### src/load_op_pkg.sv
// Purpose : Shared constants and types for the load group decoder
// Assumes : Opcode fields follow the 2-3-3 bit layout of the opcode byte
// Notes   : Register codes double as array indexes into the register file
package load_op_pkg;

    localparam logic [7:0]  OP_PFX_X   = 8'hdd; // Selects first_index_reg
    localparam logic [7:0]  OP_PFX_Y   = 8'hfd; // Selects second_index_reg
    localparam logic [7:0]  OP_LD_MN   = 8'h36; // Immediate byte to memory
    localparam logic [7:0]  OP_HALT    = 8'h76; // Hole in the copy block
    localparam logic [7:0]  OP_LD_A_BC = 8'h0a;
    localparam logic [7:0]  OP_LD_A_DE = 8'h1a;
    localparam logic [7:0]  OP_ST_A_BC = 8'h02;
    localparam logic [7:0]  OP_ST_A_DE = 8'h12;
    localparam logic [7:0]  OP_LD_A_NN = 8'h3a;
    localparam logic [7:0]  OP_ST_A_NN = 8'h32;

    // Opcode field positions
    localparam int GRP_HI  = 7;
    localparam int GRP_LO  = 6;
    localparam int DST_HI  = 5;
    localparam int DST_LO  = 3;
    localparam int SRC_HI  = 2;
    localparam int SRC_LO  = 0;
    localparam int PAIR_HI = 5;
    localparam int PAIR_LO = 4;
    localparam int LOW_HI  = 3;

    localparam logic [1:0] GRP_LDN  = 2'h0; // Immediate loads live here
    localparam logic [1:0] GRP_RR   = 2'h1; // Register to register copies
    localparam logic [1:0] GRP_STK  = 2'h3; // Push and pop live here
    localparam logic [3:0] LOW_PUSH = 4'h5;
    localparam logic [3:0] LOW_POP  = 4'h1;
    localparam logic [1:0] PAIR_PP  = 2'h2; // pointer_pair slot
    localparam logic [1:0] PAIR_AF  = 2'h3;

    // Register codes; code 6 means memory in opcodes, so flags sit there
    localparam logic [2:0] REG_B   = 3'h0;
    localparam logic [2:0] REG_C   = 3'h1;
    localparam logic [2:0] REG_D   = 3'h2;
    localparam logic [2:0] REG_E   = 3'h3;
    localparam logic [2:0] REG_H   = 3'h4;
    localparam logic [2:0] REG_L   = 3'h5;
    localparam logic [2:0] REG_MEM = 3'h6;
    localparam logic [2:0] REG_F   = 3'h6;
    localparam logic [2:0] REG_A   = 3'h7;
    localparam int         NUM_REG = 8;

    localparam logic [15:0] PC_RESET = 16'h0000;
    localparam logic [15:0] SP_RESET = 16'hffff;
    localparam logic [15:0] ONE16    = 16'h0001;

    typedef enum logic [3:0] {
        S_FETCH, S_DECODE, S_DISP, S_IMM, S_ALO, S_AHI, S_MEM, S_STK
    } state_t;

    // One memory cycle request toward external memory
    typedef struct packed {
        logic        fetch;   // opcode_fetch_cycle marker
        logic        rd;
        logic        wr;
        logic [15:0] addr;
        logic [7:0]  wdata;
    } mem_req_t;

    // Programmer visible state
    typedef struct packed {
        logic [7:0]  a;
        logic [7:0]  f;
        logic [7:0]  b;
        logic [7:0]  c;
        logic [7:0]  d;
        logic [7:0]  e;
        logic [7:0]  h;
        logic [7:0]  l;
        logic [15:0] first_index_reg;
        logic [15:0] second_index_reg;
        logic [15:0] stack_pointer;
        logic [15:0] pc;
    } arch_t;

endpackage

### src/load_op_decoder.sv
// Purpose : Fetches, decodes and runs the 8-bit load group plus push/pop
// Assumes : Memory answers each request with a one-cycle mem_ack
// Notes   : Opcodes outside the group are consumed as one-byte no-ops
// Function
// - Opcode 48 copies register B into register C.
// - Opcode byte is fetched, decoded, then the transfer runs internally.
// - Opcode 72 writes register D to memory at pointer_pair.
// - Indexed loads are three bytes; third byte is signed displacement.
// - Accumulator load/store at direct address is opcode plus two bytes.
// - Direct address arrives low byte first, then high byte.
// - Immediate register load is two bytes; second byte is the value.
// - Indexed immediate store: prefix, opcode, displacement, value.
// - Displacement always comes right after the opcode, before immediate.
// - Push predecrements stack_pointer per byte; pop postincrements.
// - Opcode F5 pushes accumulator then flags.
// - Length of one to four bytes follows from opcode and prefix.
// - Indexed address is index plus signed displacement; index kept.
// - Push writes high byte first; pop reads high byte last.
`timescale 1ns/1ps

module load_op_decoder (
    input  wire logic                clock,
    input  wire logic                srst,
    input  wire logic [7:0]          mem_rdata,
    input  wire logic                mem_ack,
    output load_op_pkg::mem_req_t    mem_req,
    output load_op_pkg::arch_t       arch
);

    ////////////////////////////////////////////////////////////////////////
    // State
    // Only the register file and pointers are visible; the rest is the
    // sequencer's own bookkeeping for the instruction in flight

    load_op_pkg::state_t state;
    logic [7:0]          op;
    logic                use_ix;
    logic                use_iy;
    logic                phase;     // Second byte of a stack transfer
    logic [7:0]          imm;
    logic [15:0]         ea;
    logic [15:0]         pc;
    logic [15:0]         sp;
    logic [15:0]         ix;
    logic [15:0]         iy;
    logic [7:0]          rf [load_op_pkg::NUM_REG];

    ////////////////////////////////////////////////////////////////////////
    // Opcode field decode
    // Fields come from the latched opcode, never from the bus, so a
    // prefix fetch cannot disturb the instruction being decoded

    wire [1:0]  f_grp  = op[load_op_pkg::GRP_HI:load_op_pkg::GRP_LO];
    wire [2:0]  f_dst  = op[load_op_pkg::DST_HI:load_op_pkg::DST_LO];
    wire [2:0]  f_src  = op[load_op_pkg::SRC_HI:load_op_pkg::SRC_LO];
    wire [1:0]  f_pair = op[load_op_pkg::PAIR_HI:load_op_pkg::PAIR_LO];
    wire [3:0]  f_low  = op[load_op_pkg::LOW_HI:load_op_pkg::SRC_LO];
    wire        has_pfx = use_ix | use_iy;
    wire [15:0] idx     = use_iy ? iy : ix;

    // Instruction classes; the halt code is not a memory-to-memory copy
    wire is_rr   = (f_grp == load_op_pkg::GRP_RR)
                   && (op != load_op_pkg::OP_HALT);
    wire is_mn   = (op == load_op_pkg::OP_LD_MN);
    wire is_ldn  = (f_grp == load_op_pkg::GRP_LDN)
                   && (f_src == load_op_pkg::REG_MEM) && !is_mn;
    wire mem_src = is_rr && (f_src == load_op_pkg::REG_MEM);
    wire mem_dst = (is_rr && (f_dst == load_op_pkg::REG_MEM)) || is_mn;
    wire uses_hl = mem_src || mem_dst;
    wire is_ind  = (op == load_op_pkg::OP_LD_A_BC)
                   || (op == load_op_pkg::OP_LD_A_DE)
                   || (op == load_op_pkg::OP_ST_A_BC)
                   || (op == load_op_pkg::OP_ST_A_DE);
    wire is_nn   = (op == load_op_pkg::OP_LD_A_NN)
                   || (op == load_op_pkg::OP_ST_A_NN);
    wire a_store = (op == load_op_pkg::OP_ST_A_BC)
                   || (op == load_op_pkg::OP_ST_A_DE)
                   || (op == load_op_pkg::OP_ST_A_NN);
    wire is_push = (f_grp == load_op_pkg::GRP_STK)
                   && (f_low == load_op_pkg::LOW_PUSH);
    wire is_pop  = (f_grp == load_op_pkg::GRP_STK)
                   && (f_low == load_op_pkg::LOW_POP);

    // Memory phase direction, data and load target
    wire       mem_wr  = mem_dst || a_store;
    wire [7:0] mem_wd  = is_mn ? imm
                         : (a_store ? rf[load_op_pkg::REG_A] : rf[f_src]);
    wire [2:0] ld_dst  = is_rr ? f_dst : load_op_pkg::REG_A;

    // Pointers for register indirect forms; 0a/02 use BC, 1a/12 use DE
    wire [15:0] hl      = {rf[load_op_pkg::REG_H], rf[load_op_pkg::REG_L]};
    wire [15:0] ind_ptr = {rf[{f_pair, 1'b0}], rf[{f_pair, 1'b1}]};
    wire [15:0] disp    = {{8{mem_rdata[7]}}, mem_rdata};

    // Stack pair halves; prefix swaps pointer_pair for an index register
    wire       pair_idx = has_pfx && (f_pair == load_op_pkg::PAIR_PP);
    wire       pair_af  = (f_pair == load_op_pkg::PAIR_AF);
    wire [2:0] hi_code  = pair_af ? load_op_pkg::REG_A : {f_pair, 1'b0};
    wire [2:0] lo_code  = pair_af ? load_op_pkg::REG_F : {f_pair, 1'b1};
    wire [7:0] hi_val   = pair_idx ? idx[15:8] : rf[hi_code];
    wire [7:0] lo_val   = pair_idx ? idx[7:0] : rf[lo_code];
    // Both neighbours of the stack pointer are formed up front; the stack
    // state picks one, which keeps stack pointer arithmetic out of the sequencer
    wire [15:0] sp_dec  = sp - load_op_pkg::ONE16;
    wire [15:0] sp_inc  = sp + load_op_pkg::ONE16;

    ////////////////////////////////////////////////////////////////////////
    // Bus request selection per state
    // Every byte taken from the instruction stream is read at pc

    wire pc_state  = (state == load_op_pkg::S_FETCH)
                     || (state == load_op_pkg::S_DISP)
                     || (state == load_op_pkg::S_IMM)
                     || (state == load_op_pkg::S_ALO)
                     || (state == load_op_pkg::S_AHI);
    wire mem_state = (state == load_op_pkg::S_MEM);
    wire stk_state = (state == load_op_pkg::S_STK);
    wire need_bus  = pc_state || mem_state || stk_state;
    wire busy      = mem_req.rd || mem_req.wr;
    wire got       = busy && mem_ack;   // Transfer finished this edge

    // Push writes at the predecremented pointer, pop reads at the pointer
    wire [15:0] stk_addr = is_push ? sp_dec : sp;
    wire [7:0]  stk_wd   = phase ? lo_val : hi_val;
    wire [15:0] bus_addr = pc_state ? pc : (mem_state ? ea : stk_addr);
    wire        bus_wr   = (mem_state && mem_wr) || (stk_state && is_push);
    wire [7:0]  bus_wd   = mem_state ? mem_wd : stk_wd;

    ////////////////////////////////////////////////////////////////////////
    // Request register; held until memory acknowledges
    // Dropping the request for a cycle after each ack costs one clock per
    // byte but lets memory treat every rising rd or wr as a fresh cycle

    always_ff @(posedge clock) begin
        if (srst) begin
            mem_req <= '0;
        end else if (busy) begin
            if (mem_ack) begin
                mem_req <= '0;
            end
        end else if (need_bus) begin
            mem_req.fetch <= (state == load_op_pkg::S_FETCH);
            mem_req.rd    <= !bus_wr;
            mem_req.wr    <= bus_wr;
            mem_req.addr  <= bus_addr;
            mem_req.wdata <= bus_wr ? bus_wd : '0;
        end
    end

    ////////////////////////////////////////////////////////////////////////
    // Sequencer and datapath; length grows only by the bytes a form needs

    always_ff @(posedge clock) begin
        if (srst) begin
            state  <= load_op_pkg::S_FETCH;
            op     <= '0;
            use_ix <= 1'b0;
            use_iy <= 1'b0;
            phase  <= 1'b0;
            imm    <= '0;
            ea     <= '0;
            pc     <= load_op_pkg::PC_RESET;
            sp     <= load_op_pkg::SP_RESET;
            ix     <= '0;
            iy     <= '0;
            for (int i = 0; i < load_op_pkg::NUM_REG; i++) begin
                rf[i] <= '0;
            end
        end else begin
            if (got && pc_state) begin
                pc <= pc + load_op_pkg::ONE16;
            end
            case (state)
                load_op_pkg::S_FETCH: if (got) begin
                    // A prefix adds a byte and keeps fetching
                    if (mem_rdata == load_op_pkg::OP_PFX_X) begin
                        use_ix <= 1'b1;
                        use_iy <= 1'b0;
                    end else if (mem_rdata == load_op_pkg::OP_PFX_Y) begin
                        use_ix <= 1'b0;
                        use_iy <= 1'b1;
                    end else begin
                        op    <= mem_rdata;
                        state <= load_op_pkg::S_DECODE;
                    end
                end
                load_op_pkg::S_DECODE: begin
                    phase <= 1'b0;
                    // Stack forms go first: a prefixed push has no d byte
                    if (is_push || is_pop) begin
                        state <= load_op_pkg::S_STK;
                    end else if (uses_hl && has_pfx) begin
                        state <= load_op_pkg::S_DISP;
                    end else if (is_ldn || is_mn) begin
                        ea    <= hl;
                        state <= load_op_pkg::S_IMM;
                    end else if (is_nn) begin
                        state <= load_op_pkg::S_ALO;
                    end else if (uses_hl) begin
                        ea    <= hl;
                        state <= load_op_pkg::S_MEM;
                    end else if (is_ind) begin
                        ea    <= ind_ptr;
                        state <= load_op_pkg::S_MEM;
                    end else begin
                        // Register copy done inside, e.g. 48 is B to C
                        if (is_rr) begin
                            rf[f_dst] <= rf[f_src];
                        end
                        use_ix <= 1'b0;
                        use_iy <= 1'b0;
                        state  <= load_op_pkg::S_FETCH;
                    end
                end
                load_op_pkg::S_DISP: if (got) begin
                    // Index register itself is never written here
                    ea    <= idx + disp;
                    state <= is_mn ? load_op_pkg::S_IMM
                                   : load_op_pkg::S_MEM;
                end
                load_op_pkg::S_IMM: if (got) begin
                    // Memory-bound immediate waits in imm for its write
                    if (is_mn) begin
                        imm   <= mem_rdata;
                        state <= load_op_pkg::S_MEM;
                    end else begin
                        rf[f_dst] <= mem_rdata;
                        use_ix    <= 1'b0;
                        use_iy    <= 1'b0;
                        state     <= load_op_pkg::S_FETCH;
                    end
                end
                load_op_pkg::S_ALO: if (got) begin
                    ea[7:0] <= mem_rdata;
                    state   <= load_op_pkg::S_AHI;
                end
                load_op_pkg::S_AHI: if (got) begin
                    ea[15:8] <= mem_rdata;
                    state    <= load_op_pkg::S_MEM;
                end
                load_op_pkg::S_MEM: if (got) begin
                    // Single access at the effective address
                    if (!mem_wr) begin
                        rf[ld_dst] <= mem_rdata;
                    end
                    use_ix <= 1'b0;
                    use_iy <= 1'b0;
                    state  <= load_op_pkg::S_FETCH;
                end
                load_op_pkg::S_STK: if (got) begin
                    // Pointer moves once per byte
                    sp    <= is_push ? sp_dec : sp_inc;
                    phase <= 1'b1;
                    if (is_pop && !phase) begin
                        // Low half comes off first
                        if (pair_idx && use_iy) begin
                            iy[7:0] <= mem_rdata;
                        end else if (pair_idx) begin
                            ix[7:0] <= mem_rdata;
                        end else begin
                            rf[lo_code] <= mem_rdata;
                        end
                    end else if (is_pop) begin
                        // High half last, undoing push order
                        if (pair_idx && use_iy) begin
                            iy[15:8] <= mem_rdata;
                        end else if (pair_idx) begin
                            ix[15:8] <= mem_rdata;
                        end else begin
                            rf[hi_code] <= mem_rdata;
                        end
                    end
                    if (phase) begin
                        use_ix <= 1'b0;
                        use_iy <= 1'b0;
                        state  <= load_op_pkg::S_FETCH;
                    end
                end
                // Unused encodings fall back to fetching; no state sticks
                default: state <= load_op_pkg::S_FETCH;
            endcase
        end
    end

    ////////////////////////////////////////////////////////////////////////
    // Visible state, wired straight from the flip-flops
    // Continuous wiring only: every field below is a register above

    assign arch.a                = rf[load_op_pkg::REG_A];
    assign arch.f                = rf[load_op_pkg::REG_F];
    assign arch.b                = rf[load_op_pkg::REG_B];
    assign arch.c                = rf[load_op_pkg::REG_C];
    assign arch.d                = rf[load_op_pkg::REG_D];
    assign arch.e                = rf[load_op_pkg::REG_E];
    assign arch.h                = rf[load_op_pkg::REG_H];
    assign arch.l                = rf[load_op_pkg::REG_L];
    assign arch.first_index_reg  = ix;
    assign arch.second_index_reg = iy;
    assign arch.stack_pointer    = sp;
    assign arch.pc               = pc;

endmodule

### config.mk
export PLATFORM = sky130hd
export DESIGN_NAME = load_op_decoder
export DESIGN_NICKNAME = d
export VERILOG_FILES = /design/src/load_op_pkg.sv /design/src/load_op_decoder.sv
export SDC_FILE = /design/constraint.sdc
export NUM_CORES = 1
export LEC_CHECK = 0
export BUFFER_PORTS_ARGS = -buffer_cell sky130_fd_sc_hd__buf_2
export CORE_MARGIN = 8
export CORE_UTILIZATION = 30
export CTS_BUF_LIST = sky130_fd_sc_hd__clkbuf_16
export DETAILED_ROUTE_END_ITERATION = 10
export GPL_TIMING_DRIVEN = 0
export PLACE_DENSITY = 0.51
export SLEW_MARGIN = 20
export SYNTH_ARGS = -nofsm -noshare
export SYNTH_HDL_FRONTEND = slang
export SYNTH_SLANG_ARGS = --single-unit
### constraint.sdc
create_clock -name clock -period 3.19 [get_ports clock]
set_input_delay 0.638 -clock clock [delete_from_list [all_inputs] [get_ports clock]]
set_output_delay 0.638 -clock clock [all_outputs]
set_load 0.05 [all_outputs]
**Word-level counts from Yosys, hierarchy flattened**

Memory sizes are Yosys's and may differ from the RTL's. A register that Yosys moved wholly into a read port is not among the register bits.
Cells that the tools add are included.

- Add/subtract/negate cells: 4
- Equality and inequality tests: 46
- Mux-type cells: 122
- Bitwise gates (word level): 6
- Reductions and logical operators: 61

Operator list:

| cell | number |
|---|---|
| 2-to-1 mux 16 bit | 12 |
| 2-to-1 mux 8 bit | 13 |
| 2-to-1 mux 27 bit | 3 |
| 2-to-1 mux 3 bit | 21 |
| 2-to-1 mux 1 bit | 57 |
| one-hot mux 8 bit (3 select lines) | 2 |
| 2-to-1 mux 4 bit | 10 |
| adder 16 x 1 -> 16 bit (second input constant) | 2 |
| inequality test 2 bit (second input constant) | 16 |
| one-hot mux 4 bit (8 select lines) | 1 |
| OR reduction 8 bit | 4 |
| == test 8 x 6 -> 1 bit (second input constant) | 3 |
| == test 4 x 3 -> 1 bit (second input constant) | 5 |
| logical OR 1 bit | 19 |
| adder 16 bit | 1 |
| == test 8 x 5 -> 1 bit (second input constant) | 2 |
| == test 8 bit (second input constant) | 2 |
| subtractor 16 x 1 -> 16 bit (second input constant) | 1 |
| logical AND 1 bit | 15 |
| AND reduction 14 bit | 1 |
| AND reduction 7 bit | 2 |
| one-hot mux 1 bit (5 select lines) | 2 |
| AND reduction 10 bit | 1 |
| AND reduction 5 bit | 2 |
| 25 further kinds | 42 |

- Register bits: 130
- Memory bits (writable): 64
- Input bits: 11
- Output and inout port bits: 155
- Logic and storage cells: 259
- Memories: 1

Memory list:

| name | words | width | rd ports | clocked after Yosys merged registers in | write ports | line | RTL |
|---|---|---|---|---|---|---|---|
| rf | 8 | 8 | 13 | 3 | 8 | load_op_decoder.sv:46 | `logic [7:0] rf [load_op_pkg::NUM_REG];` |

**Depth between registers and ports, before layout**

- Depth after elaboration: 19
- Depth in mapped cells: 10

**Least setup slack after synthesis**

OpenSTA, ideal clock, no wires.

- Kind: register to register
- Start: reg use_iy
- End: reg ea[12]
- Library setup time: 86 ps
- Arrival: 3070 ps
- Data required time: 3104 ps
- Setup slack: 35 ps
- Stages on the path, launching flop included: 11
- Clock period less this slack: 3155 ps
- Cell sequence: dfxtp_1 -> buf_1 -> clkbuf_1 -> mux2_2 -> ha_1 -> a21o_1 -> a21oi_1 -> a211oi_1 -> o41ai_1 -> mux2_2 -> a211oi_1

- Longest elaborated chain between the ends: 4
- Elaborated cells on any way between the ends: 8

RTL lines:

| what | line | RTL |
|---|---|---|
| start: declaration | load_op_decoder.sv:38 | `logic use_iy;` |
| start signal: assignment | load_op_decoder.sv:158 | `use_iy <= 1'b0;` |
| start signal: assignment | load_op_decoder.sv:178 | `use_iy <= 1'b0;` |
| start signal: assignment | load_op_decoder.sv:181 | `use_iy <= 1'b1;` |
| 2-to-1 mux 16 bit or bitwise OR 1 bit (tied branches) | load_op_decoder.sv:59, load_op_decoder.sv:58 |  |
| adder 16 bit or logical AND 1 bit (tied branches) | load_op_decoder.sv:217, load_op_decoder.sv:192 |  |
| 2-to-1 mux 16 bit or inequality test 2 bit (tied branches) | - |  |
| one-hot mux 8 bit (3 select lines) or AND reduction 7 bit (tied branches) | - |  |
| end signal: assignment | load_op_decoder.sv:195 | `ea <= hl;` |
| end signal: assignment | load_op_decoder.sv:217 | `ea <= idx + disp;` |
| end signal: assignment | load_op_decoder.sv:238 | `ea[15:8] <= mem_rdata;` |
| end: declaration | load_op_decoder.sv:41 | `logic [15:0] ea;` |

Several ways; a longest one is shown, not always the timed one. The select of a mux whose other input is x is not followed.
A chain may end at the register's enable or synchronous reset.

**Worst setup path in the final report**

Same ends and word-level chain as after synthesis.

==> metrics <==
core footprint=39500 um^2; final wirelength=45400 um; Sequential cell area=4610 um^2; Initial Util=30.1%; Synth Instances=between 1k and 1.5k; design area=14200 um^2; Fin. Hold Viols=0; CP required=3.55 ns; dpl hpwl=35300 um; most common cell in the synthesized netlist=nor2_1; syn_area_per_cell=10.1 um^2; syn nets=1208; post-synth top area share=22.6%; Post-synth top cells=nor2_1, dfxtp_1, mux2i_1; area grow syn2layout=19.6%; area fraction in compound gates after synthesis=14.1%; Comb power frac=14.9%; sequential-to-total area share from yosys stat=38.7%; CTS tree=done; CTS Hold Bufs=0; clk_lat worst skew=0.46 ns; Area contributors post-synth=dfxtp_1, edfxtp_1, mux4_2; Layout Skew=0.0144 ns; Placed Area=13400 um^2; 1st-iter DRT viols=988; Post-synth EDFFs=64; CP arrival=3.46 ns; GPL Wtd Cong=roughly 0.9; Clock Power Share=38.5%; die area=46200 um^2; Root Buffer=clkbuf_16; first-pass GRT wire length=67900 um; Die X=~220 um; Cells after DPL=approximately 1.9k; share of cells above drive strength 1=between 20% and 30%; Reg clk slew, reported paths=approximately 0.080 ns; Synth async-reset ratio=0%; Filler Cell Count=4082; mux cell area share after synthesis=20.9%; HP Class=reg2reg; DR pass1 iterations=5; Max Cap Viol=0; initial antenna violation count=0; Clock Path Buffers=2; fin crit share=97.3%; synthesized cell area=11900 um^2; simple-gate share of the synthesized area=16.6%; Sequential Power Share=46.6%; io pins=~170; critical path class=reg2reg; CP startpoint kind=flop; xor/xnor share of the synthesized area=3.98%; ANT nets after route=0; Int Power=slightly above 4 mW; top cell type by total area after synthesis=dfxtp_1; Global Route Usage Sum=approximately a fifth; CTS buffer count=17; Worst Max-Slew Pin Slew=slightly above 1 ns; sw frac=31.1%; P_sw=1.82 mW; Unique masters post-synth=80; non-filler cells in the finished layout=1911; #FFs+latches synth=198; Worst VDD drop=390 uV; vias in the first global route=10.1k; Avg WL per Cell=23.7 um; Leakage Power=5.39 nW; post-synthesis adder-cell area fraction=2.27%; Power Density=412 nW/um^2; H-tree lvl count=4; RSZ-0062 raised after global routing=false; Max FO, Critical Path=10; Crit. End Element=flop; Ant. Diodes=0; Overall Power=5.86 mW; Hold WS=between 0.4 and 0.5 ns; total gr overflow=0; fin nets=1405; via-per-instance ratio=between 5 and 6; status=completed; PortBufs=165; clock sinks=198; main flop type after synthesis=dfxtp_1; # setup viols final=0; area of the multi-input gates=7010 um^2; Vias=10.4k; Achievable Freq=between 300 and 400 MHz; DRC=0; minimum clock period after layout=3.10 ns; Pins Over Slew Limit=0; Core Rows=73; yosys warns=0; Slew Limit Headroom=31.7%; chip height=around 220 um; pin count of the biggest net entering global routing=20; largest family of logic cells by synthesized area=multiplexers; final design utilization=36.0%
[flip-flops by register name, summed over array words and instances, names as in the netlist, named ones only]
signal,count
ea,16
phase,1
op,8
mem_req,27
pc,16
sp,16
iy,16
rf,64
use_ix,1
ix,16
use_iy,1
imm,8
state,3
[power groups by stage]
stage / Combinational [mW] / Sequential (mW) / Clock [mW]
2_1_floorplan: 0.435 / 2.92 / 0
3_3_place_gp: 0.844 / 2.78 / 0
3_5_place_dp: 0.846 / 2.79 / 0
4_1_cts: 0.854 / 2.73 / 2.28
5_1_grt: 0.925 / 2.74 / 2.37
6_report: 0.870 / 2.73 / 2.26
[placed cells by master (no fill, tap or decap), types with 8 or more instances in the layout]
cell	n
xnor2_1	36
o211ai_1	9
buf_2	176
o21ai_0	48
mux2_2	33
ha_1	19
xor2_1	18
and3_1	11
mux4_2	56
nand3_1	25
a221o_1	8
nand2_1	67
a22oi_1	9
nor2b_1	10
clkbuf_1	56
a21oi_1	37
nand4_1	16
mux2i_1	75
nor2_1	189
nand2_2	9
clkbuf_16	17
edfxtp_1	64
a21o_1	8
nor3_1	21
buf_4	13
a221oi_1	10
inv_1	14
nand2b_1	9
dfxtp_1	132
o211ai_4	8
a211oi_1	19
[layer usage]
layer,vias up,global-route usage [%],share of wire [%]
li1,4794,-,-
met1,5170,26.1,45
met2,409,30.4,46
met3,57,4.13,6.9
met4,0,4.61,2.1
met5,-,0,0
[final timing paths]
| path | startpoint | to | slack, ns | depth (start not counted) |
|---|---|---|---|---|
| setup / recovery | use_iy | ea[12] | 0.09 | 10 |
| hold / removal | mem_req[7] | mem_req[7] | 0.48 | 2 |
| setup reg to reg | use_iy | ea[12] | 0.09 | 10 |
| hold reg to reg | mem_req[7] | mem_req[7] | 0.48 | 2 |
[cell families after synthesis]
| kind of cell | count (synthesis) |
|---|---|
| adder cells (fa/ha/maj) | 21 |
| XOR/XNOR | 54 |
| AND/OR/NAND/NOR | 410 |
| flip-flops | 198 |
| multiplexers | 172 |
| AO/OA/AOI/OAI | 225 |
| buffers and inverters | 96 |
[final cells by class]
cell class,count,area share (%)
repair buffers,178,6.59
inverters,15,0.396
clock inverters,15,1.08
flip-flops and latches,198,32.4
clock buffers,17,2.99
multi-input cells,882,49.3
well taps,525,4.62
plain buffers,81,2.56
[worst max-delay path: stages (launching register included)]
cell and delay [ns]:
dfxtp_2 0.41, buf_8 0.17, mux2_2 0.38, ha_1 0.25
fa_1 0.44, a21o_1 0.19, nand4_1 0.11, a211oi_1 0.15
o41ai_2 0.29, mux2_2 0.38, a211oi_1 0.23
[through the flow]
| stage | worst slack [ns] | setup TNS (ns) |
|---|---|---|
| after global routing | 0.00164 | 0 |
| after detailed placement | -0.832 | -23.65 |
| after CTS | 0.00315 | 0 |
| after global placement | -0.776 | -21.92 |
| final | 0.0873 | 0 |
| after floorplan | 0.0345 | 0 |
[timing repair]
action / in CTS / in global routing
resized for setup: 19 / 20
cloned: 0 / 0
endpoints found under the setup margin: 97 / 140
buffers inserted: 0 / 13
pin swaps: 3 / 12
No activity file was read; power rests on OpenSTA's default activity.
